File: src/rtl/flic_pkg.sv
// shared constants for the four level interrupt controller
package flic_pkg;

  // ----------------------------------------------------------------
  // sources and levels
  // ----------------------------------------------------------------
  localparam int NUM_SRC = 9;
  localparam int IDX_W = 4;
  localparam int LVL_W = 2;
  // source index doubles as the polling order within a level
  localparam logic [3:0] SRC_EXT0 = 4'h0;
  localparam logic [3:0] SRC_TIMER0 = 4'h1;
  localparam logic [3:0] SRC_EXT1 = 4'h2;
  localparam logic [3:0] SRC_TIMER1 = 4'h3;
  localparam logic [3:0] SRC_SERIAL = 4'h4;
  localparam logic [3:0] SRC_TIMER2 = 4'h5;
  localparam logic [3:0] SRC_COUNTER_ARRAY = 4'h6;
  localparam logic [3:0] SRC_SPI = 4'h7;
  localparam logic [3:0] SRC_KBD = 4'h8;

  // ----------------------------------------------------------------
  // register indices (byte address is four times the index)
  // ----------------------------------------------------------------
  localparam logic [9:0] IDX_INTERRUPT_ENABLE = 10'h0a8;
  localparam logic [9:0] IDX_INTERRUPT_ENABLE1 = 10'h0a9;
  localparam logic [9:0] IDX_PRIORITY_HIGH = 10'h0b7;
  localparam logic [9:0] IDX_PRIORITY_LOW = 10'h0b8;
  localparam logic [9:0] IDX_PRIORITY_HIGH1 = 10'h0b6;
  localparam logic [9:0] IDX_PRIORITY_LOW1 = 10'h0b9;
  localparam logic [9:0] IDX_SERVICE_STATUS = 10'h0c0;

  // ----------------------------------------------------------------
  // field positions and reset values
  // ----------------------------------------------------------------
  localparam int GLOBAL_IRQ_ENABLE_BIT = 7;
  localparam int STAT_INSERVICE_LSB = 0;
  localparam int STAT_PENDING_BIT = 4;
  localparam int STAT_VECTOR_LSB = 8;
  localparam int STAT_LEVEL_LSB = 12;
  localparam logic [7:0] INTERRUPT_ENABLE_RST = 8'h00;
  localparam logic [1:0] INTERRUPT_ENABLE1_RST = 2'h0;
  localparam logic [6:0] PRIORITY_RST = 7'h00;
  localparam logic [1:0] PRIORITY1_RST = 2'h0;
  localparam logic [3:0] INSERVICE_RST = 4'h0;

endpackage

File: src/rtl/flic_arbiter.sv
// level then polling order selection among eligible requests
`timescale 1ns/1ps
module flic_arbiter
  import flic_pkg::*;
(
  input wire logic [NUM_SRC-1:0] eligible,
  input wire logic [2*NUM_SRC-1:0] srcLevel,
  output logic found,
  output logic [IDX_W-1:0] bestIdx,
  output logic [LVL_W-1:0] bestLevel
);

  // ----------------------------------------------------------------
  // scan from the last source down so a lower index wins a tie
  // ----------------------------------------------------------------
  always_comb begin
    found = 1'b0;
    bestIdx = '0;
    bestLevel = '0;
    for (int i = NUM_SRC - 1; i >= 0; i--) begin
      if (eligible[i] && (!found || srcLevel[2*i +: 2] >= bestLevel)) begin
        found = 1'b1;
        bestIdx = IDX_W'(i);
        bestLevel = srcLevel[2*i +: 2];
      end
    end
  end

endmodule

File: src/rtl/flic_controller.sv
// nine source four level interrupt controller with wishbone registers
//
// Summary of operation
// - nine request inputs: two pins, three timers, serial, spi, keyboard, counter array.
// - every source has its own enable bit.
// - enable bit 7 blocks all requests when zero.
// - each source takes one low and one high priority bit.
// - level equals high bit then low bit, 0 lowest, 3 highest.
// - a running routine is preempted only by a strictly higher level.
// - a level 3 routine is never preempted.
// - simultaneous requests of different levels: higher level served first.
// - equal levels resolved by fixed polling order, lowest index first.
// - enable bits 0..3: ext 0, timer 0, ext 1, timer 1.
// - enable bits 4..6: serial, timer 2, counter array.
// - enable register resets to zero.
// - low priority register bits 0..6 per source, bit 7 reserved.
//
// Added by the designer: register access over Wishbone.
`timescale 1ns/1ps
module flic_controller
  import flic_pkg::*;
(
  input wire logic mclk,
  input wire logic rst,
  input wire logic wb_cyc_i,
  input wire logic wb_stb_i,
  input wire logic wb_we_i,
  input wire logic [11:0] wb_adr_i,
  input wire logic [3:0] wb_sel_i,
  input wire logic [31:0] wb_dat_i,
  output logic [31:0] wb_dat_o,
  output logic wb_ack_o,
  input wire logic [NUM_SRC-1:0] srcReq,
  output logic irqReq,
  output logic [IDX_W-1:0] irqVector,
  output logic [LVL_W-1:0] irqLevel,
  input wire logic irqAck,
  input wire logic irqReturn
);

  // ----------------------------------------------------------------
  // helpers
  // ----------------------------------------------------------------
  // highest level currently in service
  function automatic logic [LVL_W-1:0] topLevel(input logic [3:0] ins);
    logic [LVL_W-1:0] r;
    r = '0;
    for (int k = 0; k < 4; k++) begin
      if (ins[k]) begin
        r = LVL_W'(k);
      end
    end
    return r;
  endfunction

  // register hit for an index
  function automatic logic hitIdx(input logic [11:0] adr, input logic [9:0] idx);
    return (adr[11:2] == idx);
  endfunction

  // ----------------------------------------------------------------
  // state
  // ----------------------------------------------------------------
  logic [7:0] enable0_q;
  logic [1:0] enable1_q;
  logic [6:0] prioLow0_q;
  logic [6:0] prioHigh0_q;
  logic [1:0] prioLow1_q;
  logic [1:0] prioHigh1_q;
  logic [3:0] inService_q;
  logic [3:0] inService_d;
  logic irqReq_q;
  logic [IDX_W-1:0] irqVector_q;
  logic [LVL_W-1:0] irqLevel_q;
  logic ack_q;
  logic [31:0] rdata_q;
  logic [NUM_SRC-1:0] allEnable;
  logic [NUM_SRC-1:0] prioLowAll;
  logic [NUM_SRC-1:0] prioHighAll;
  logic [2*NUM_SRC-1:0] srcLevel;
  logic [NUM_SRC-1:0] eligible;
  logic anyInService;
  logic [LVL_W-1:0] curLevel;
  logic found;
  logic [IDX_W-1:0] bestIdx;
  logic [LVL_W-1:0] bestLevel;
  logic busReq;
  logic wrByte;

  // ----------------------------------------------------------------
  // per-source gating and level
  // ----------------------------------------------------------------
  assign allEnable = {enable1_q, enable0_q[6:0]};
  assign prioLowAll = {prioLow1_q, prioLow0_q};
  assign prioHighAll = {prioHigh1_q, prioHigh0_q};
  assign anyInService = |inService_q;
  assign curLevel = topLevel(inService_q);

  // one slice per source: level code and eligibility
  genvar g;
  generate
    for (g = 0; g < NUM_SRC; g++) begin : gSrc
      assign srcLevel[2*g +: 2] = {prioHighAll[g], prioLowAll[g]};
      // strictly above the top in-service level; level 3 can never be exceeded
      assign eligible[g] = srcReq[g] && allEnable[g]
        && enable0_q[GLOBAL_IRQ_ENABLE_BIT]
        && (!anyInService || srcLevel[2*g +: 2] > curLevel);
    end
  endgenerate

  flic_arbiter flic_arbiter_inst (
    .eligible(eligible),
    .srcLevel(srcLevel),
    .found(found),
    .bestIdx(bestIdx),
    .bestLevel(bestLevel)
  );

  // ----------------------------------------------------------------
  // request to the core
  // ----------------------------------------------------------------
  // held low for a cycle around ack or return so the in-service
  // update lands before the next choice is offered
  always_ff @(posedge mclk) begin
    if (rst) begin
      irqReq_q <= 1'b0;
      irqVector_q <= '0;
      irqLevel_q <= '0;
    end else begin
      irqReq_q <= found && !irqAck && !irqReturn;
      irqVector_q <= bestIdx;
      irqLevel_q <= bestLevel;
    end
  end

  assign irqReq = irqReq_q;
  assign irqVector = irqVector_q;
  assign irqLevel = irqLevel_q;

  // ----------------------------------------------------------------
  // in-service tracking
  // ----------------------------------------------------------------
  // return drops the top level first, so an ack in the same cycle wins
  always_comb begin
    inService_d = inService_q;
    if (irqReturn && anyInService) begin
      inService_d[curLevel] = 1'b0;
    end
    if (irqAck && irqReq_q) begin
      inService_d[irqLevel_q] = 1'b1;
    end
  end

  always_ff @(posedge mclk) begin
    if (rst) begin
      inService_q <= INSERVICE_RST;
    end else begin
      inService_q <= inService_d;
    end
  end

  // ----------------------------------------------------------------
  // wishbone slave: one wait state, writes on byte lane 0 only
  // ----------------------------------------------------------------
  assign busReq = wb_cyc_i && wb_stb_i && !ack_q;
  // a write lands on the edge where the master sees ack, never before
  assign wrByte = wb_cyc_i && wb_stb_i && ack_q && wb_we_i && wb_sel_i[0];

  always_ff @(posedge mclk) begin
    if (rst) begin
      ack_q <= 1'b0;
    end else begin
      ack_q <= busReq;
    end
  end

  assign wb_ack_o = ack_q;

  // enable registers
  always_ff @(posedge mclk) begin
    if (rst) begin
      enable0_q <= INTERRUPT_ENABLE_RST;
      enable1_q <= INTERRUPT_ENABLE1_RST;
    end else if (wrByte) begin
      if (hitIdx(wb_adr_i, IDX_INTERRUPT_ENABLE)) begin
        enable0_q <= wb_dat_i[7:0];
      end
      if (hitIdx(wb_adr_i, IDX_INTERRUPT_ENABLE1)) begin
        enable1_q <= wb_dat_i[1:0];
      end
    end
  end

  // priority registers; reserved bits are not stored
  always_ff @(posedge mclk) begin
    if (rst) begin
      prioLow0_q <= PRIORITY_RST;
      prioHigh0_q <= PRIORITY_RST;
      prioLow1_q <= PRIORITY1_RST;
      prioHigh1_q <= PRIORITY1_RST;
    end else if (wrByte) begin
      if (hitIdx(wb_adr_i, IDX_PRIORITY_LOW)) begin
        prioLow0_q <= wb_dat_i[6:0];
      end
      if (hitIdx(wb_adr_i, IDX_PRIORITY_HIGH)) begin
        prioHigh0_q <= wb_dat_i[6:0];
      end
      if (hitIdx(wb_adr_i, IDX_PRIORITY_LOW1)) begin
        prioLow1_q <= wb_dat_i[1:0];
      end
      if (hitIdx(wb_adr_i, IDX_PRIORITY_HIGH1)) begin
        prioHigh1_q <= wb_dat_i[1:0];
      end
    end
  end

  // read mux; unmapped addresses read zero and still get ack
  always_ff @(posedge mclk) begin
    if (rst) begin
      rdata_q <= '0;
    end else if (busReq) begin
      rdata_q <= '0;
      if (hitIdx(wb_adr_i, IDX_INTERRUPT_ENABLE)) begin
        rdata_q[7:0] <= enable0_q;
      end
      if (hitIdx(wb_adr_i, IDX_INTERRUPT_ENABLE1)) begin
        rdata_q[1:0] <= enable1_q;
      end
      if (hitIdx(wb_adr_i, IDX_PRIORITY_LOW)) begin
        rdata_q[6:0] <= prioLow0_q;
      end
      if (hitIdx(wb_adr_i, IDX_PRIORITY_HIGH)) begin
        rdata_q[6:0] <= prioHigh0_q;
      end
      if (hitIdx(wb_adr_i, IDX_PRIORITY_LOW1)) begin
        rdata_q[1:0] <= prioLow1_q;
      end
      if (hitIdx(wb_adr_i, IDX_PRIORITY_HIGH1)) begin
        rdata_q[1:0] <= prioHigh1_q;
      end
      if (hitIdx(wb_adr_i, IDX_SERVICE_STATUS)) begin
        rdata_q[STAT_INSERVICE_LSB +: 4] <= inService_q;
        rdata_q[STAT_PENDING_BIT] <= irqReq_q;
        rdata_q[STAT_VECTOR_LSB +: IDX_W] <= irqVector_q;
        rdata_q[STAT_LEVEL_LSB +: LVL_W] <= irqLevel_q;
      end
    end
  end

  assign wb_dat_o = rdata_q;

  // ----------------------------------------------------------------
  // checks
  // ----------------------------------------------------------------
  logic [NUM_SRC-1:0] enPrev_q;
  logic [NUM_SRC-1:0] srcReqPrev_q;
  logic [NUM_SRC-1:0] prioLowPrev_q;
  logic [NUM_SRC-1:0] prioHighPrev_q;

  // previous-cycle enables, requests and priorities, read only by the checks
  always_ff @(posedge mclk) begin
    if (rst) begin
      enPrev_q <= '0;
      srcReqPrev_q <= '0;
      prioLowPrev_q <= '0;
      prioHighPrev_q <= '0;
    end else begin
      enPrev_q <= allEnable;
      srcReqPrev_q <= srcReq;
      prioLowPrev_q <= prioLowAll;
      prioHighPrev_q <= prioHighAll;
    end
  end

  a_global_gate: assert property (@(posedge mclk) disable iff (rst)
    !enable0_q[GLOBAL_IRQ_ENABLE_BIT] |=> !irqReq_q)
    else $error("request offered with global enable clear");

  a_source_enable: assert property (@(posedge mclk) disable iff (rst)
    irqReq_q |-> enPrev_q[irqVector_q])
    else $error("request offered for a disabled source");

  a_strict_preempt: assert property (@(posedge mclk) disable iff (rst)
    irqReq_q && anyInService |-> irqLevel_q > curLevel)
    else $error("request not above level in service");

  a_top_level_hold: assert property (@(posedge mclk) disable iff (rst)
    inService_q[3] |-> !irqReq_q)
    else $error("level 3 routine preempted");

  a_reset_clear: assert property (@(posedge mclk)
    rst |=> enable0_q == 8'h00 && inService_q == 4'h0)
    else $error("registers not cleared by reset");

  a_service_track: assert property (@(posedge mclk) disable iff (rst)
    irqAck && irqReq_q |=> inService_q[$past(irqLevel_q)] && !irqReq_q)
    else $error("acknowledged level not marked in service");

  a_return_release: assert property (@(posedge mclk) disable iff (rst)
    irqReturn && !irqAck && anyInService |=> !inService_q[$past(curLevel)])
    else $error("returned level not released");

  a_level_encode: assert property (@(posedge mclk) disable iff (rst)
    irqReq_q |-> irqLevel_q == {prioHighPrev_q[irqVector_q], prioLowPrev_q[irqVector_q]})
    else $error("level code does not follow high and low bits");

  a_req_pending: assert property (@(posedge mclk) disable iff (rst)
    irqReq_q |-> srcReqPrev_q[irqVector_q])
    else $error("request offered for a source not pending");

  a_prio_reserved: assert property (@(posedge mclk) disable iff (rst)
    wb_ack_o && hitIdx(wb_adr_i, IDX_PRIORITY_LOW) |-> !wb_dat_o[7])
    else $error("reserved priority bit reads one");

  a_return_mask: assert property (@(posedge mclk) disable iff (rst)
    irqReturn |=> !irqReq_q)
    else $error("request offered in the cycle after a return");

  a_reset_quiet: assert property (@(posedge mclk)
    rst |=> !irqReq_q && !wb_ack_o && allEnable == '0)
    else $error("outputs not quiet after reset");

  // ordering checks per source
  generate
    for (g = 0; g < NUM_SRC; g++) begin : gChk
      a_level_order: assert property (@(posedge mclk) disable iff (rst)
        found && eligible[g] |-> srcLevel[2*g +: 2] <= bestLevel)
        else $error("lower level chosen over higher");

      a_poll_order: assert property (@(posedge mclk) disable iff (rst)
        found && eligible[g] && srcLevel[2*g +: 2] == bestLevel |-> bestIdx <= IDX_W'(g))
        else $error("polling order broken within level");
    end
  endgenerate

  c_vectored: cover property (@(posedge mclk) disable iff (rst)
    irqReq_q && irqAck);

  c_nested: cover property (@(posedge mclk) disable iff (rst)
    inService_q[0] && inService_q[2]);

  c_tie_break: cover property (@(posedge mclk) disable iff (rst)
    found && eligible[0] && eligible[1] && srcLevel[1:0] == srcLevel[3:2]);

  c_returned: cover property (@(posedge mclk) disable iff (rst)
    irqReturn && inService_q[3]);

  c_same_edge: cover property (@(posedge mclk) disable iff (rst)
    irqReq_q && irqAck && irqReturn);

endmodule

File: config.mk
export PLATFORM = sky130hd
export DESIGN_NAME = flic_controller
export DESIGN_NICKNAME = d
export VERILOG_FILES = /design/src/rtl/flic_pkg.sv /design/src/rtl/flic_arbiter.sv /design/src/rtl/flic_controller.sv
export SDC_FILE = /design/constraint.sdc
export NUM_CORES = 1
export LEC_CHECK = 0
export BUFFER_PORTS_ARGS = -buffer_cell sky130_fd_sc_hd__buf_2
export CAP_MARGIN = 15
export CORE_AREA = 8 8 95 97
export DETAILED_ROUTE_END_ITERATION = 6
export DIE_AREA = 0 0 103 105
export HOLD_SLACK_MARGIN = 0.15
export PLACE_DENSITY = 0.71
export SLEW_MARGIN = 10
export SYNTH_ARGS = -nofsm -noshare
export SYNTH_HDL_FRONTEND = slang
export SYNTH_SLANG_ARGS = --single-unit
File: constraint.sdc
create_clock -name mclk -period 19.4 [get_ports mclk]
set_input_delay 1.94 -clock mclk [delete_from_list [all_inputs] [get_ports mclk]]
set_output_delay 1.94 -clock mclk [all_outputs]
set_load 0.05 [all_outputs]
# Yosys cells after proc, flatten, opt, wreduce, memory -nomap -nowiden
# Cells that the tools add are included.
[word_totals]
input_bits = 64
output_inout_bits = 40
ff_bits = 54
[op_classes]
muxes = 43
n_eq_ne = 7
bitwise_logic = 3
n_reduce_logical = 86
order_cmp = 21
[op_table]
columns = ["operator", "count"]
rows = [
  ["== test 10 x 8 -> 1 bit, second input constant", 7],
  ["logical AND 1 bit", 46],
  ["two-way mux 2 bit", 16],
  ["> comparator 2 bit", 9],
  ["logical OR 1 bit", 17],
  ["greater-or-equal comparator 2 bit", 8],
  ["two-way mux 7 bit", 2],
  ["two-way mux 1 bit", 13],
  ["zero test 1 bit", 12],
  ["two-way mux 3 bit", 4],
  ["two-way mux 4 bit", 3],
  ["AND reduction 2 bit", 6],
  ["OR reduction 9 bit", 1],
  ["two-way mux 8 bit", 1],
  ["< comparator 2 x 3 -> 1 bit, second input constant", 2],
  ["two-way mux 6 bit", 1],
  ["two-way mux 5 bit", 1],
  ["OR reduction 5 bit", 1],
  ["bitwise AND 4 bit", 1],
  ["demux 1 bit (select 2 bit)", 2],
  ["greater-or-equal comparator 2 x 1 -> 1 bit, second input constant", 2],
  ["NOT 4 bit", 1],
  ["bitwise OR 4 bit", 1],
  ["OR reduction 4 bit", 1],
  ["other kinds (2)", 2],
]

# Depth between registers and ports, before layout
# Gate-level depths: netlist of run 1.
[depth]
ltp_word = 41
ltp_mapped = 59
mapped_depth_nobuf = 59

# Modules after synthesis
# From an unflattened synthesis of run 1, not the netlist that was laid out.
[hier_totals]
hier_cells = 467
area_unflattened_um2 = 3870.0
[modules_own_cells]
columns = ["mod", "n_inst", "cells_each", "area_per_inst_um2", "seq_area_each_um2"]
rows = [
  ["flic_controller", 1, 339, 2980.4, 1081.0],
  ["flic_arbiter", 1, 128, 889.6, 0.0],
]

# Worst setup path before layout of run 1
# OpenSTA, ideal clock, no wires.
[synth_timing]
path_type = "input to register"
start = "input port srcReq[8]"
end = "register irqVector_q[3] (netlist: irqVector[3])"
arrival_time_ps = 11034
setup_ps = 96
path_slack_ps = 8270
cell_stages = 54
cell_sequence = "nand3_1 > a21oi_1 > and2_1 > ha_1 > nand2b_1 > a21oi_1 > a21o_1 > a21o_1 > ha_1 > nand2b_1 > a21oi_1 > and3_1 > a221oi_2 > a211oi_1 > a21oi_1 > ha_1 > nand2b_1 > a21o_1 > [18 not listed] > nand2b_1 > a21oi_1 > or2_1 > o31a_1 > o22ai_1 > a21oi_1 > inv_1 > ha_1 > nand2b_1 > a21oi_1 > o31a_1 > or2_1 > mux2_2 > ha_1 > a21oi_1 > a21bo_2 > nand3b_2 > nor4b_1"
[synth_between]
elab_chain_len = 36
elab_cells_between_ends = 53
classes_between = "order compare: 8; mux: 17; reduce/logical: 28"
[synth_lines]
columns = ["item", "line_no", "rtl"]
rows = [
  ["from (decl)", "flic_controller.sv:33", "input wire logic [NUM_SRC-1:0] srcReq,"],
  ["logical AND 1 bit (*)", "flic_controller.sv:105", "assign eligible[g] = srcReq[g] && allEnable[g]"],
  ["logical AND 1 bit (*)", "flic_controller.sv:106", "&& enable0_q[GLOBAL_IRQ_ENABLE_BIT]"],
  ["logical AND 1 bit (*)", "flic_controller.sv:107", "&& (!anyInService || srcLevel[2*g +: 2] > curLevel);"],
  ["two-way mux 2 bit / two-way mux 1 bit (equally long branches)", "flic_arbiter.sv:21", "if (eligible[i] && (!found || srcLevel[2*i +: 2] >= bestLevel)) begin"],
  ["greater-or-equal comparator 2 bit / zero test 1 bit (equally long branches)", "flic_arbiter.sv:21", ""],
  ["logical OR 1 bit", "flic_arbiter.sv:21", ""],
  ["logical AND 1 bit", "flic_arbiter.sv:21", ""],
  ["two-way mux 2 bit / two-way mux 1 bit (equally long branches)", "flic_arbiter.sv:21", ""],
  ["[20 not listed]", "-", ""],
  ["greater-or-equal comparator 2 bit / zero test 1 bit (equally long branches)", "flic_arbiter.sv:21", ""],
  ["logical OR 1 bit", "flic_arbiter.sv:21", ""],
  ["logical AND 1 bit", "flic_arbiter.sv:21", ""],
  ["two-way mux 2 bit / two-way mux 1 bit (equally long branches)", "flic_arbiter.sv:21", ""],
  ["greater-or-equal comparator 2 bit / zero test 1 bit (equally long branches)", "flic_arbiter.sv:21", ""],
  ["logical OR 1 bit", "flic_arbiter.sv:21", ""],
  ["logical AND 1 bit", "flic_arbiter.sv:21", ""],
  ["OR reduction 9 bit (no line)", "-", ""],
  ["to (signal assigned)", "flic_controller.sv:131", "irqVector_q <= bestIdx;"],
  ["to (decl)", "flic_controller.sv:73", "logic [IDX_W-1:0] irqVector_q;"],
]
# Every way passes the cells marked *; elsewhere a longest branch is shown, timed or not.
# A chain may end at the register's enable or synchronous reset.

# Final worst setup path of run 1
# Ends and elaborated chain as after synthesis.

==> impl_metrics.ini, run 1 <==
[timing]
max-slew-margin-rel_pct = 22.8
setup_ws_ns = 6.94
period_needed_ns = 12.46
finalHoldViolCount = 0
finalCritPeriodShare_pct = 64.2
fin_skew_ns = 0.00626
setup_viol = 0
slew_viol_final = 0
clock.fmax_mhz = 80.3
tightest_slew_ns = 1.16
tns_ns = 0
rsz0062_at_grt = false

[floorplan]
dieArea_sq_mm = 0.0108
core_area_sq_mm = 0.00753
dieHeight_um = 105
row_count = 32
start_util_pct = 48.3
ios = 104
die_w_um = 103

[yosys]
synth_edf_count = 0
syn_inst = 444
yosysWarningCount = 0
ys_seq_elements = 54
ys_types = 62
ys_seq_area_share_pct = 29.7
synthFlopType = dfxtp_1
synth.avg_cell_area_sq_um = 8.19
async_flop_share_pct = 0
synth_area_sq_mm = 0.00364

[cells_and_area]
drive_gt1_share_pct = 16.8
finalCoreUtilization_pct = 53.7
nFillCells = 740
diodes = 0
area_growth_pct = 11.1
finalNetCount = 590
final_common_cell = nor2_1
layout_common_cells = nor2_1, buf_2, dfxtp_1, a21oi_1, ha_1

[placement]
io_buffers = 56
gp_congestion = 0.929
pre_cts_slack_ns = 6.80
hpwl_mm = 7.60

[setup_path]
worstSetupStartpointType = input port
cp-end-kind = flop
cp_slowest_cell = a21oi_1
cp_common_cell = a21oi_1
cp_max_fo = 8
worstPathRequired_ns = 19.62
rrSetupSlack_ns = 7.31
crit_path_max_incr_delay_ns = 0.42
path_class = input port to flop
cp.arrival_ns = 12.68

[job]
maxCapViolCount = 0

[cts]
cts_buffer_depth = 2
cts_tree = built
post_cts_buffers = 0
htreeDepth = 2
clock_latency_ns = 0.31
postCtsHoldBufs = 0
clock-root-buffer = clkbuf_8
cts_inserted_buffers = 5
clk_pin_slew_worst_paths_ns = 0.11
ctsResizeCount = 0
cts.sink_count = 54

[global_routing]
antenna_found_initial = 0
grt_start_max_net_pins = 55
overflow = 0
grt_pass1_vias = 3317
grt_util_all_layers_pct = 18.6
grt_pass1_wl_mm = 16.2

[detailed_routing]
wl_mm = 10.1
drc = 0
drt_iter0_markers = 239
vias = 3354
vias_per_cell = 5.64
final_antenna_net_count = 0
drt-pass1-iter-count = 4
drt-wirelength-per-cell_um = 16.9

[pwr]
peakVddDrop_mv = 0.0376
leakage_uw = 0.00171
power_density_mw_per_mm2 = 53.4
design_power_total_uw = 216

[outcome]
status = finished, final reports clean

[min_path]
hold_class = flop to flop
registers in the layout, summed over array words and instances (netlist names):
name and flops:
irqVector 4, prioLow1_q 2, prioHigh0_q 7, inService_q 4, prioLow0_q 7, wb_dat_o 14, enable0_q 8, irqLevel 2
irqReq 1, wb_ack_o 1, prioHigh1_q 2, enable1_q 2
path summary, 6_finish.rpt:
| kind | from | endpoint | depth (start not counted) |
|---|---|---|---|
| hold reg to reg | wb_dat_o[8]$_SDFFE_PP0P_ | wb_dat_o[8]$_SDFFE_PP0P_ | 2 |
| setup / recovery | srcReq[8] | irqVector[3]$_SDFF_PP0_ | 54 |
| hold / removal | wb_dat_o[8]$_SDFFE_PP0P_ | wb_dat_o[8]$_SDFFE_PP0P_ | 2 |
| setup reg to reg | inService_q[3]$_SDFF_PP0_ | irqVector[3]$_SDFF_PP0_ | 56 |
cell families (layout without fill, tap and decap cells):
family | Yosys count | in the layout | share of synthesized area, %
simple gates | 165 | 165 | 22.4
compound gates | 104 | 104 | 19.9
buf+inv | 55 | 87 | 7.57
flops | 54 | 54 | 29.7
fa+ha+maj | 34 | 34 | 11.7
mux | 31 | 31 | 8.67
other cells | 1 | 18 | 0.103
Yosys cell counts (3+ instances only):
library cell | count | share of area, %
mux2i_1 | 27 | 7.4
nor3_1 | 8 | 1.1
nor2_1 | 59 | 6.1
nand2_1 | 31 | 3.2
a221oi_1 | 5 | 1.2
a21o_1 | 7 | 1.4
nor2b_1 | 15 | 2.6
o21ai_0 | 10 | 1.4
o22ai_1 | 3 | 0.52
nand3_1 | 16 | 2.2
a21oi_1 | 34 | 4.7
dfxtp_1 | 54 | 30
o21a_1 | 3 | 0.62
clkbuf_1 | 14 | 1.4
inv_1 | 22 | 2.3
a221o_1 | 5 | 1.4
mux2_2 | 4 | 1.2
ha_1 | 34 | 12
a211oi_1 | 3 | 0.62
or2_2 | 3 | 0.52
o21ai_1 | 3 | 0.41
nor4_1 | 3 | 0.52
nand2b_1 | 10 | 1.7
a31oi_1 | 3 | 0.52
buf_4 | 18 | 3.7
power by group:
| part | switching [uW] | internal (uW) | total, uW |
|---|---|---|---|
| registers | 0.552 | 112 | 112 |
| clock network | 40.7 | 39.2 | 79.9 |
| logic | 18.4 | 5.09 | 23.5 |
worst max-delay path: cells and delay by family:
| kind | cells | cell delay, ns |
|---|---|---|
| muxes | 2 | 0.61 |
| buffers and inverters | 2 | 0.16 |
| adders and majority gates | 8 | 2.06 |
| and+or+nand+nor | 17 | 2.93 |
| AOI/OAI and AO/OA | 25 | 4.95 |
layer usage:
layer  wire (um)  GRT usage (%)  up-vias
met2        4750           31.4      125
li1            -              -     1653
met3         699           2.59       21
met1        4320           22.6     1555
met5           0              0        -
met4         283           7.86        0
cell type report:
cell class	count	area, sq um	share of cell area [%]
inverter	22	82.6	2.04
timing repair buffer	57	288	7.13
multi-input combinational	352	2340	58.0
clock buffer	5	68.8	1.70
tap	102	128	3.16
clock inverter	3	47.5	1.18
sequential	54	1080	26.8
stage by stage:
stage | std cells | instance area (sq um) | hold slack [ns]
final | 595 | 4040 | 0.454
after global routing | 595 | 4040 | 0.477
after CTS | 595 | 4040 | 0.458
after detailed placement | 587 | 3920 | 0.444
after global placement | 587 | 3920 | 0.438
after floorplan | 461 | 3700 | 0.461
Power figures use the tool's default switching activity.
==> run 2: changes to the inputs <==
--- a/config.mk
+++ b/config.mk
@@ -5,13 +5,14 @@
 export SDC_FILE = /design/constraint.sdc
 export NUM_CORES = 1
 export LEC_CHECK = 0
+export ABC_AREA = 1
 export BUFFER_PORTS_ARGS = -buffer_cell sky130_fd_sc_hd__buf_2
 export CAP_MARGIN = 15
-export CORE_AREA = 8 8 95 97
+export CORE_AREA = 8 8 97 99
 export DETAILED_ROUTE_END_ITERATION = 6
-export DIE_AREA = 0 0 103 105
+export DIE_AREA = 0 0 105 107
 export HOLD_SLACK_MARGIN = 0.15
-export PLACE_DENSITY = 0.71
+export PLACE_DENSITY = 0.72
 export SLEW_MARGIN = 10
 export SYNTH_ARGS = -nofsm -noshare
 export SYNTH_HDL_FRONTEND = slang
==> constraint.sdc (replaced) <==
create_clock -name mclk -period 10.8 [get_ports mclk]
set_input_delay 1.08 -clock mclk [delete_from_list [all_inputs] [get_ports mclk]]
set_output_delay 1.08 -clock mclk [all_outputs]
set_load 0.05 [all_outputs]
==> run 2 against run 1 <==
  * Via count up 8.1%
  * Synthesized cell count grew 21%
  * Area after synthesis is 0.79% higher
  * Sequential cell count unchanged
  * Utilization shrank 1.7 points
  * Clock power is 85% higher
  * Global-route usage is 0.65 points lower
  * Final cell count increased by 17%
  * Worst hold slack better by 0.019 ns
  * Sequential share of layout area decreased by 0.54 points
  * Register-to-register slack lost 5.9 ns
  * First-iteration DRC count unchanged
==> impl_metrics.ini, run 2 <==
[timing]
finalCritPeriodShare_pct = 86.6
setup_viol = 0
max-slew-margin-rel_pct = 51.1
finalHoldViolCount = 0
rsz0062_at_grt = false
tns_ns = 0
tightest_slew_ns = 0.733
slew_viol_final = 0
clock.fmax_mhz = 107
fin_skew_ns = 0.00988
period_needed_ns = 9.36

[floorplan]
core_area_sq_mm = 0.00793
die_w_um = 105
start_util_pct = 46.2
dieArea_sq_mm = 0.0112
dieHeight_um = 107
ios = 104
row_count = 33

[placement]
hpwl_mm = 8.06
gp_congestion = 0.942
io_buffers = 56

[detailed_routing]
vias_per_cell = 5.20
wl_mm = 10.4
vias = 3627
final_antenna_net_count = 0
drt-wirelength-per-cell_um = 14.9
drt_iter0_markers = 239
drc = 0
drt-pass1-iter-count = 5

[min_path]
hold_class = flop to flop

[outcome]
status = finished, final reports clean

[cts]
postCtsHoldBufs = 0
clock-root-buffer = clkbuf_8
post_cts_buffers = 0
clock_latency_ns = 0.32
ctsResizeCount = 0
clk_pin_slew_worst_paths_ns = 0.11
htreeDepth = 2
cts_tree = built
cts.sink_count = 54
cts_inserted_buffers = 5
cts_buffer_depth = 2

[cells_and_area]
finalNetCount = 690
drive_gt1_share_pct = 14.5
largest_register_ffs = 14
diodes = 0
layout_common_cells = inv_1, nand2_1, a21oi_1, buf_2, dfxtp_1
final_common_cell = inv_1
finalCoreUtilization_pct = 52.0
area_growth_pct = 12.5

[setup_path]
worstPathRequired_ns = 11.03
crit_path_max_incr_delay_ns = 0.60
cp_common_cell = nand2_1
cp_max_fo = 10
path_class = flop to flop
cp-end-kind = flop
worstSetupStartpointType = flop
cp_slowest_cell = nor2_2
cp.arrival_ns = 9.59

[pwr]
power_density_mw_per_mm2 = 97.1
peakVddDrop_mv = 0.0573
leakage_uw = 0.00202

[yosys]
async_flop_share_pct = 0
synth_commonest_cells = inv_1, nand2_1, a21oi_1, dfxtp_1, o21ai_0
synth_area_sq_mm = 0.00366
ys_top_cells_by_area = dfxtp_1, ha_1, inv_1
synthFlopType = dfxtp_1
synth_edf_count = 0
yosysWarningCount = 0
yosysTopAreaCellShare_pct = 29.5
ys_seq_area_share_pct = 29.5
synth.avg_cell_area_sq_um = 6.81
synth_top_area_cell = dfxtp_1
syn_inst = 538
ys_seq_elements = 54
ys_types = 35
synth.most_common_cell = inv_1

[global_routing]
grt_pass1_vias = 3364
antenna_found_initial = 0
grt_start_max_net_pins = 44
grt_util_all_layers_pct = 17.9
overflow = 0
grt_pass1_wl_mm = 16.5

[job]
maxCapViolCount = 0
run 2: cell count changes in the layout (fill, tap and decap cells not counted), moves of 8 or more:
cell      delta
a21oi_1     +24
nor2_1      -35
o21ai_0     +43
mux2i_1     -27
nand2_2      +8
nor2b_1     -15
nand2b_1    -10
nand3_1     +31
nand2_1     +57
inv_1       +69
run 2: metrics by stage:
step | setup WS, ns | instances | instance area, sq um | hold WS, ns | power (uW)
after floorplan | 2.54 | 555 | 3730 | 0.444 | 246
after global placement | 1.74 | 689 | 3970 | 0.449 | 254
after CTS | 1.46 | 697 | 4090 | 0.473 | 401
after detailed placement | 1.53 | 689 | 3970 | 0.456 | 255
after global routing | 0.503 | 698 | 4120 | 0.490 | 412
final | 1.44 | 698 | 4120 | 0.473 | 400
run 2: per-layer routing:
layer / vias up / GRT usage (%) / wire length, um
met1: 1635 / 22.7 / 4510
li1: 1850 / - / -
met4: 0 / 6.01 / 243
met2: 117 / 30.7 / 4990
met3: 25 / 2.40 / 638
met5: - / 0 / 0
run 2: layout make-up:
class | instances | area [sq um]
Clock buffer | 6 | 82.6
Clock inverter | 2 | 38.8
Fill cell | 812 | 3810
Inverter | 92 | 345
Multi-Input combinational cell | 379 | 2110
Sequential cell | 54 | 1080
Tap cell | 105 | 131
Timing Repair Buffer | 60 | 330
run 2: worst paths after layout:
path	startpoint	endpoint	slack [ns]	depth (start not counted)
worst max-delay path	inService_q[3]$_SDFF_PP0_	irqVector[3]$_SDFF_PP0_	1.44	70
worst min-delay path	wb_dat_o[5]$_SDFFE_PP0P_	wb_dat_o[5]$_SDFFE_PP0P_	0.47	2
worst max register to register	inService_q[3]$_SDFF_PP0_	irqVector[3]$_SDFF_PP0_	1.44	70
worst min register to register	wb_dat_o[5]$_SDFFE_PP0P_	wb_dat_o[5]$_SDFFE_PP0P_	0.47	2
run 2: critical path: cells and delay by family, from the launching register on:
| family | cells | cell delay, ns |
|---|---|---|
| and+or+nand+nor | 43 | 4.71 |
| DFF | 1 | 0.37 |
| adders and majority gates | 9 | 2.51 |
| buffers and inverters | 10 | 0.61 |
| AOI/OAI and AO/OA | 8 | 1.09 |
run 2: logic make-up (layout without fill, tap and decap cells):
logic type      count (synthesis)  after routing  share of synthesized area [%]
simple gates                  194            194                           24.2
compound gates                133            133                           19.9
buf+inv                       122            160                           14.6
flops                          54             54                           29.5
fa+ha+maj                      34             34                           11.6
other cells                     1             18                          0.102
run 2: power by group:
part	switching, uW	internal (uW)
combinational	38.1	11.1
sequential	1.13	202
clock	71.9	76.4
total	111	289
